<file path="config.mk">
export PLATFORM = sky130hd
export DESIGN_NAME = spi_eeprom_power_up_reset
export DESIGN_NICKNAME = d
export VERILOG_FILES = /design/src/verilog/nv_store.v /design/src/verilog/spi_eeprom_power_up_reset.v
export VERILOG_INCLUDE_DIRS = /design/src /design/src/verilog
export SDC_FILE = /design/constraint.sdc
export NUM_CORES = 1
export LEC_CHECK = 0
export ABC_AREA = 1
export BUFFER_PORTS_ARGS = -buffer_cell sky130_fd_sc_hd__buf_2
export CORE_MARGIN = 1.5
export CORE_UTILIZATION = 39
export CTS_BUF_LIST = sky130_fd_sc_hd__clkbuf_8
export DETAILED_ROUTE_END_ITERATION = 7
export PLACE_DENSITY = 0.64
export SLEW_MARGIN = 20
export SYNTH_ARGS = -nofsm -noshare
export SYNTH_HDL_FRONTEND = slang
export SYNTH_SLANG_ARGS = --single-unit
export TNS_END_PERCENT = 50
</file>
<file path="constraint.sdc">
create_clock -name MCLK -period 6.2 [get_ports MCLK]
set_clock_uncertainty 0.2 [all_clocks]
set_input_delay 0.62 -clock MCLK [delete_from_list [all_inputs] [get_ports MCLK]]
set_output_delay 0.62 -clock MCLK [all_outputs]
set_load 0.02 [all_outputs]
</file>
<file path="src/verilog/power_up_defs.vh">
/*
 power-up sequencer constants: timing counts, status bit positions,
 reset and shipment values. assumes inclusion by bare name.
*/
`ifndef POWER_UP_DEFS_VH
`define POWER_UP_DEFS_VH
`define CLK_PERIOD_NS      4
`define THRESHOLD_MV       1500
`define STAT_BUSY          0
`define STAT_WEL           1
`define STAT_BP_LO         2
`define STAT_BP_HI         3
`define STAT_PROTECT_ENABLE_FLAG          7
`define WEL_RESET          1'b0
`define BUSY_RESET         1'b0
`define SHIP_NV            3'h0
`define SHIP_BYTE          8'hff
`define OP_WREN            8'h06
`define OP_WRDI            8'h04
`define OP_RDSR            8'h05
`define OP_WRSR            8'h01
`define OP_READ            8'h03
`define OP_WRITE           8'h02
`endif

</file>
<file path="src/verilog/nv_store.v">
/*
 small memory for the non-volatile status bits and a tiny array.
 assumes its contents survive power removal (modelled: not cleared by reset);
 initial contents are the shipment pattern. registered read data.
*/
`timescale 1ns/100ps
`default_nettype none
`include "power_up_defs.vh"
module nv_store (
  // clock
  input  wire       clk,
  // port
  input  wire       we,
  input  wire [3:0] addr,
  input  wire [7:0] wdata,
  output reg  [7:0] rdata
);
  reg [7:0] mem [0:15];
  integer i;
  // shipped: ones, protection clear
  // word 15 holds the protection bits, not array data
  initial begin
    for (i = 0; i < 15; i = i + 1)
      mem[i] = `SHIP_BYTE;
    mem[15] = {5'h00, `SHIP_NV};
  end
  always @(posedge clk) begin
    if (we)
      mem[addr] <= wdata;
    rdata <= mem[addr];
  end
endmodule
`default_nettype wire

</file>
<file path="src/verilog/spi_eeprom_power_up_reset.v">
/*
 spi eeprom front end: power-on hold-off, interface reset by chip select,
 power-up default status, non-volatile protection bits and small array.
 assumes sck (48 ns period) and pins are asynchronous to MCLK.
*/
//
// Contract
// - ignore commands until supply passes threshold
// - select toggle without clocks resets interface
// - write enable latch cleared at power-up; code clears it on reset only, not on supply return
// - busy bit reads zero at power-up
// - power-up standby, deselected, not paused
// - protection bits kept across power loss
// - shipped array all ones, protection clear
// - protect flag zero: block bits, latch gate
`timescale 1ns/100ps
`default_nettype none
`include "power_up_defs.vh"
module spi_eeprom_power_up_reset (
  // clock and reset
  input  wire       MCLK,
  input  wire       ARST_N,
  // supply monitor
  input  wire [12:0] SUPPLY_MV,
  // spi pins
  input  wire       CS_N,
  input  wire       SCK,
  input  wire       SI,
  input  wire       HOLD_N,
  input  wire       WP_N,
  output reg        SO_O,
  output reg        SO_OE,
  // status
  output reg        POWER_GOOD,
  output reg        STANDBY,
  output reg  [7:0] STATUS
);
  localparam ST_RESET = 3'b001;
  localparam ST_IDLE  = 3'b010;
  localparam ST_XFER  = 3'b100;

  reg        rst1_q, rst_n_q;
  reg [4:0]  s1_q, s2_q;
  reg [12:0] mv1_q, mv2_q, mv3_q;
  reg        above_q;
  reg        sck_prev_q;
  reg [2:0]  state_q;
  reg [7:0]  sh_q;
  reg [5:0]  bits_q;
  reg [7:0]  op_q, addr_q;
  reg [7:0]  out_q;
  reg        wel_q, nv_ok_q, nv_load_q;
  reg [2:0]  nv_q;
  reg        nv_we_q;
  reg [3:0]  nv_addr_q;
  reg [7:0]  nv_wdata_q;
  wire [7:0] nv_rdata;

  wire cs_n  = s2_q[0];
  wire sck   = s2_q[1];
  wire si    = s2_q[2];
  wire hold_n = s2_q[3];
  wire wp_n  = s2_q[4];
  wire rise  = sck & ~sck_prev_q;
  wire fall  = ~sck & sck_prev_q;
  wire above = above_q;
  wire [7:0] shin = {sh_q[6:0], si};

  always @(posedge MCLK or negedge ARST_N) begin
    if (!ARST_N) begin
      rst1_q  <= 1'b0;
      rst_n_q <= 1'b0;
    end else begin
      rst1_q  <= 1'b1;
      rst_n_q <= rst1_q;
    end
  end

  // two-stage synchronisers, first stage read only by second
  always @(posedge MCLK or negedge rst_n_q) begin
    if (!rst_n_q) begin
      s1_q  <= 5'h19;
      s2_q  <= 5'h19;
      mv1_q <= 13'h0000;
      mv2_q <= 13'h0000;
      mv3_q <= 13'h0000;
      above_q <= 1'b0;
      sck_prev_q <= 1'b0;
    end else begin
      s1_q  <= {WP_N, HOLD_N, SI, SCK, CS_N};
      s2_q  <= s1_q;
      mv1_q <= SUPPLY_MV;
      mv2_q <= mv1_q;
      mv3_q <= mv2_q;
      // bits of the supply word may land in different cycles:
      // only a value seen twice in a row is trusted
      if (mv2_q == mv3_q)
        above_q <= (mv2_q > `THRESHOLD_MV);
      sck_prev_q <= s2_q[1];
    end
  end

  nv_store u_nv (
    .clk   (MCLK),
    .we    (nv_we_q),
    .addr  (nv_addr_q),
    .wdata (nv_wdata_q),
    .rdata (nv_rdata)
  );

  wire [1:0] bp = nv_q[1:0];
  wire blocked = (bp == 2'h3) ||
                 (bp == 2'h2 && addr_q[3]) ||
                 (bp == 2'h1 && addr_q[3:2] == 2'h3);
  // protect flag only adds pin gating when set
  wire sr_lock = nv_q[2] & ~wp_n;

  always @(posedge MCLK or negedge rst_n_q) begin
    if (!rst_n_q) begin
      state_q <= ST_RESET;
      sh_q <= 8'h00;
      bits_q <= 6'h00;
      op_q <= 8'h00;
      addr_q <= 8'h00;
      out_q <= 8'h00;
      wel_q <= `WEL_RESET;
      nv_ok_q <= 1'b0;
      nv_load_q <= 1'b0;
      nv_q <= `SHIP_NV;
      nv_we_q <= 1'b0;
      nv_addr_q <= 4'hf;
      nv_wdata_q <= 8'h00;
      SO_O <= 1'b0;
      SO_OE <= 1'b0;
      POWER_GOOD <= 1'b0;
      STANDBY <= 1'b1;
      STATUS <= 8'h00;
    end else begin
      nv_we_q <= 1'b0;
      // reload protection bits once after reset
      nv_load_q <= ~nv_ok_q;
      if (nv_load_q & ~nv_ok_q) begin
        nv_q <= nv_rdata[2:0];
        nv_ok_q <= 1'b1;
      end
      STATUS <= {nv_q[2], 3'h0, nv_q[1:0], wel_q, `BUSY_RESET};
      POWER_GOOD <= (state_q != ST_RESET);
      STANDBY <= (state_q != ST_XFER);
      case (state_q)
        ST_RESET: begin
          SO_OE <= 1'b0;
          if (above && nv_ok_q)
            state_q <= ST_IDLE;
        end
        ST_IDLE: begin
          SO_OE <= 1'b0;
          bits_q <= 6'h00;
          if (!above)
            state_q <= ST_RESET;
          else if (!cs_n)
            state_q <= ST_XFER;
        end
        ST_XFER: begin
          if (cs_n || !above) begin
            state_q <= above ? ST_IDLE : ST_RESET;
            SO_OE <= 1'b0;
            if (bits_q == 6'd8 && op_q == `OP_WREN)
              wel_q <= 1'b1;
          end else if (hold_n) begin
            SO_OE <= (op_q == `OP_RDSR || op_q == `OP_READ) && bits_q >= 6'd8;
            if (rise) begin
              sh_q <= shin;
              if (bits_q != 6'd63)
                bits_q <= bits_q + 6'd1;
              if (bits_q == 6'd7) begin
                op_q <= shin;
                if (shin == `OP_WRDI)
                  wel_q <= 1'b0;
                if (shin == `OP_RDSR)
                  out_q <= STATUS;
              end
              if (bits_q == 6'd15 && op_q != `OP_WRSR) begin
                addr_q <= shin;
                nv_addr_q <= shin[3:0];
              end
              if (bits_q == 6'd15 && op_q == `OP_WRSR && wel_q && !sr_lock) begin
                nv_q <= {shin[`STAT_PROTECT_ENABLE_FLAG], shin[`STAT_BP_HI], shin[`STAT_BP_LO]};
                nv_addr_q <= 4'hf;
                nv_wdata_q <= {5'h00, shin[`STAT_PROTECT_ENABLE_FLAG], shin[`STAT_BP_HI], shin[`STAT_BP_LO]};
                nv_we_q <= 1'b1;
                wel_q <= 1'b0;
              end
              if (bits_q == 6'd23 && op_q == `OP_WRITE && wel_q && !blocked && addr_q[3:0] != 4'hf) begin
                nv_wdata_q <= shin;
                nv_we_q <= 1'b1;
                wel_q <= 1'b0;
              end
            end
            // read data leaves on the fall right after the address byte;
            // the address settles one rise earlier, leaving time for the memory
            if (fall && bits_q == 6'd16 && op_q == `OP_READ) begin
              SO_O <= nv_rdata[7];
              out_q <= {nv_rdata[6:0], 1'b0};
            end else if (fall && bits_q >= 6'd8) begin
              SO_O <= out_q[7];
              out_q <= {out_q[6:0], 1'b0};
            end
          end else
            SO_OE <= 1'b0;
        end
        default: state_q <= ST_RESET;
      endcase
    end
  end
endmodule
`default_nettype wire

</file>
==> metrics.txt <==
Area Overhead vs Synth=15.68%; via count=5962; CP max stage delay=0.69 ns; post-synthesis xor/xnor area fraction=0.7340%; sequential-to-total area share from yosys stat=72.25%; RSZ-0062 raised after global routing=false; most frequent cells in the layout=nand2_1 (183), edfxtp_1 (128), dfrtp_1 (102), inv_1 (75), a22oi_1 (64); Vias/cell=4.879; FF-to-FF End=u_nv.mem[15][5]; port buffer count=27; Relative slew margins=35.11%; Fin Hold WS=0.07436 ns; area of the multi-input gates=2306 um2; FF-to-FF setup slack=3.41 ns; CP max FO=33; Syn Area/Cell=12.02 um2; synthesized flop and latch total=251; clock period minus worst slack=2.792 ns; post-synthesis simple-gate area fraction=13.46%; Setup WS pre-CTS=3.353 ns; CTS tree=done; CP arrival=2.76 ns; clock tree root driver cell=clkbuf_8; row count=57; gpl congestion=0.8845; CP required=6.16 ns; EDFF count, synth=128; Fill cells=2167; crit share post-route=45.02%; die width=159.4 um; DRC Markers=0; Worst Setup End Kind=flop; ant diodes=0; crit path kind=flop to flop; Resize count post-CTS=0; CP most frequent cell=nand2_1; setup TNS=0 ns; Final Power=3297 uW; mux cell area share after synthesis=0%; All-Layer GR Usage=15.92%; Compound-Gate Fraction of Synth Area=9.451%; I/O pin cnt=32; Clock Latency Late Sink=0.55 ns; post-synthesis cell count=794; Inserted Clock Buffers=43; final setup margin=3.408 ns; crit path from=nv_addr_q[1]; layout cell share with drive strength beyond 1=13.47%; Crit-path slowest cell=inv_1; hpwl dp=12470 um; initial antenna violation count=0; clk sinks=251; Fmax=358.2 MHz; Ys Warns=0; core area=24180 um2; CP Capture Point=u_nv.mem[15][5]; Yosys cell types=39; Initial DRT Pass Iterations=5; Routed wire per std cell=16.17 um; first-pass GRT wire length=31560 um; critical path launch point type=flop; largest net degree at the start of global routing=79; H-tree Lvls=2; synthesized area=9545 um2; VDD IR-drop max=223.2 uV; WL final=19760 um; Hold Crit Class=flop to async pin; die area=25420 um2; reg2reg start=nv_addr_q[1]; Worst R2R Path Depth=4; adder-cell area share of the yosys netlist=0.2622%; Lkg Pwr=0.004156 uW; register clock-pin slew on the reported worst setup and hold paths=0.06 ns; most common cell after layout, fill and taps aside=nand2_1; # setup viols final=0; share of flip-flops with an asynchronous set or reset=45.82%; ys flop type=edfxtp_1; Max Slew Vio Count=0; largest family of logic cells by synthesized area=simple AND/OR/NAND/NOR gates; worst-path cell chain=nand2_1 -> inv_1 -> nand2_1 -> nor2_1; Die Y=159.4 um; final hold violation count=0; GR Overflow Total=0; clock buffer depth=3; Register Area=6900 um2; layout net count=893; Routed Antenna Nets=0; vias in the first global route=5921; Starting DRT DRC Count=515; Power per Cell Area=298.6 nW/um2; outcome=completed; Slew @ Worst Pin=0.9723 ns; max-cap viol count=0; Starting Density=39.48%
## cells by family after synthesis
kind of cell | Yosys count
other | 2
XOR/XNOR | 8
buffers and inverters | 86
AO/OA/AOI/OAI | 140
AND/OR/NAND/NOR | 305
adder cells (fa/ha/maj) | 2
flip-flops | 251
## cells in the mapped netlist (all sizes together) (10+ instances only)
master,number,share of area (%)
dfrtp,103,27
nor2,67,2.9
o21ai,51,2.7
dfstp,12,3.3
nand3,21,1.2
inv,65,2.6
edfxtp,128,40
nand4,15,0.98
buf,11,0.81
clkbuf,10,0.39
nand2,189,7.7
a22oi,64,5.0
## timing repair
item,CTS,global route
buffers inserted,0,0
hold endpoints to repair,20,0
hold buffers,19,0
## how the worst min path moves through the flow
stage                end
2_1_floorplan     rst1_q
4_1_cts        mv2_q[10]
6_report       mv3_q[10]
5_1_grt        mv2_q[10]
3_5_place_dp   mv3_q[10]
3_3_place_gp   mv2_q[10]
## per-layer routing
layer | vias up | wire (um) | global-route usage (%) | share of wire (%)
met5 | - | 0 | 0 | 0
met4 | 0 | 609 | 6.518 | 3.1
met3 | 46 | 970 | 2.865 | 4.9
met2 | 161 | 8828 | 24.26 | 45
met1 | 2852 | 9348 | 22.58 | 47
li1 | 2903 | - | - | -
## sequential cells by signal, summed over array words and instances (netlist names), 3 cells and up
| name | count |
|---|---|
| u_nv.rdata | 8 |
| sh_q | 7 |
| mv2_q | 13 |
| u_nv.mem | 128 |
| addr_q | 4 |
| out_q | 7 |
| state_q | 3 |
| s1_q | 5 |
| nv_addr_q | 4 |
| nv_q | 3 |
| mv1_q | 13 |
| STATUS | 4 |
| mv3_q | 13 |
| op_q | 8 |
| bits_q | 6 |
| nv_wdata_q | 8 |
| s2_q | 5 |
## stage by stage
step | std cells | instance area, um2 | util, %
2_1_floorplan | 797 | 9557 | -
6_report | 1222 | 11040 | 45.67
5_1_grt | 1222 | 11040 | 45.67
3_5_place_dp | 1130 | 10010 | 41.42
4_1_cts | 1221 | 11020 | 45.59
3_3_place_gp | 1130 | 10010 | 41.42
## critical path, delay by kind of cell, from the launching register on
family	cells	cell delay, ns
buf+inv	1	0.69
simple gates	3	0.95
flops	1	0.58
## cell type report
class	count	area share (%)
Inverter	65	2.210
Clock inverter	27	1.802
Tap cell	324	3.671
Multi-Input combinational cell	460	20.88
Sequential cell	251	62.49
Clock buffer	45	5.609
Timing Repair Buffer	50	3.331
## power breakdown
part	internal, uW	total [uW]	leakage [uW]	switching [uW]
sequential	1770	1790	0.00240	17.7
clock	795	1420	0.000471	625
combinational	33.6	88.8	0.00129	55.2
total	2600	3300	0.00416	698
Power figures use the tool's default switching activity.
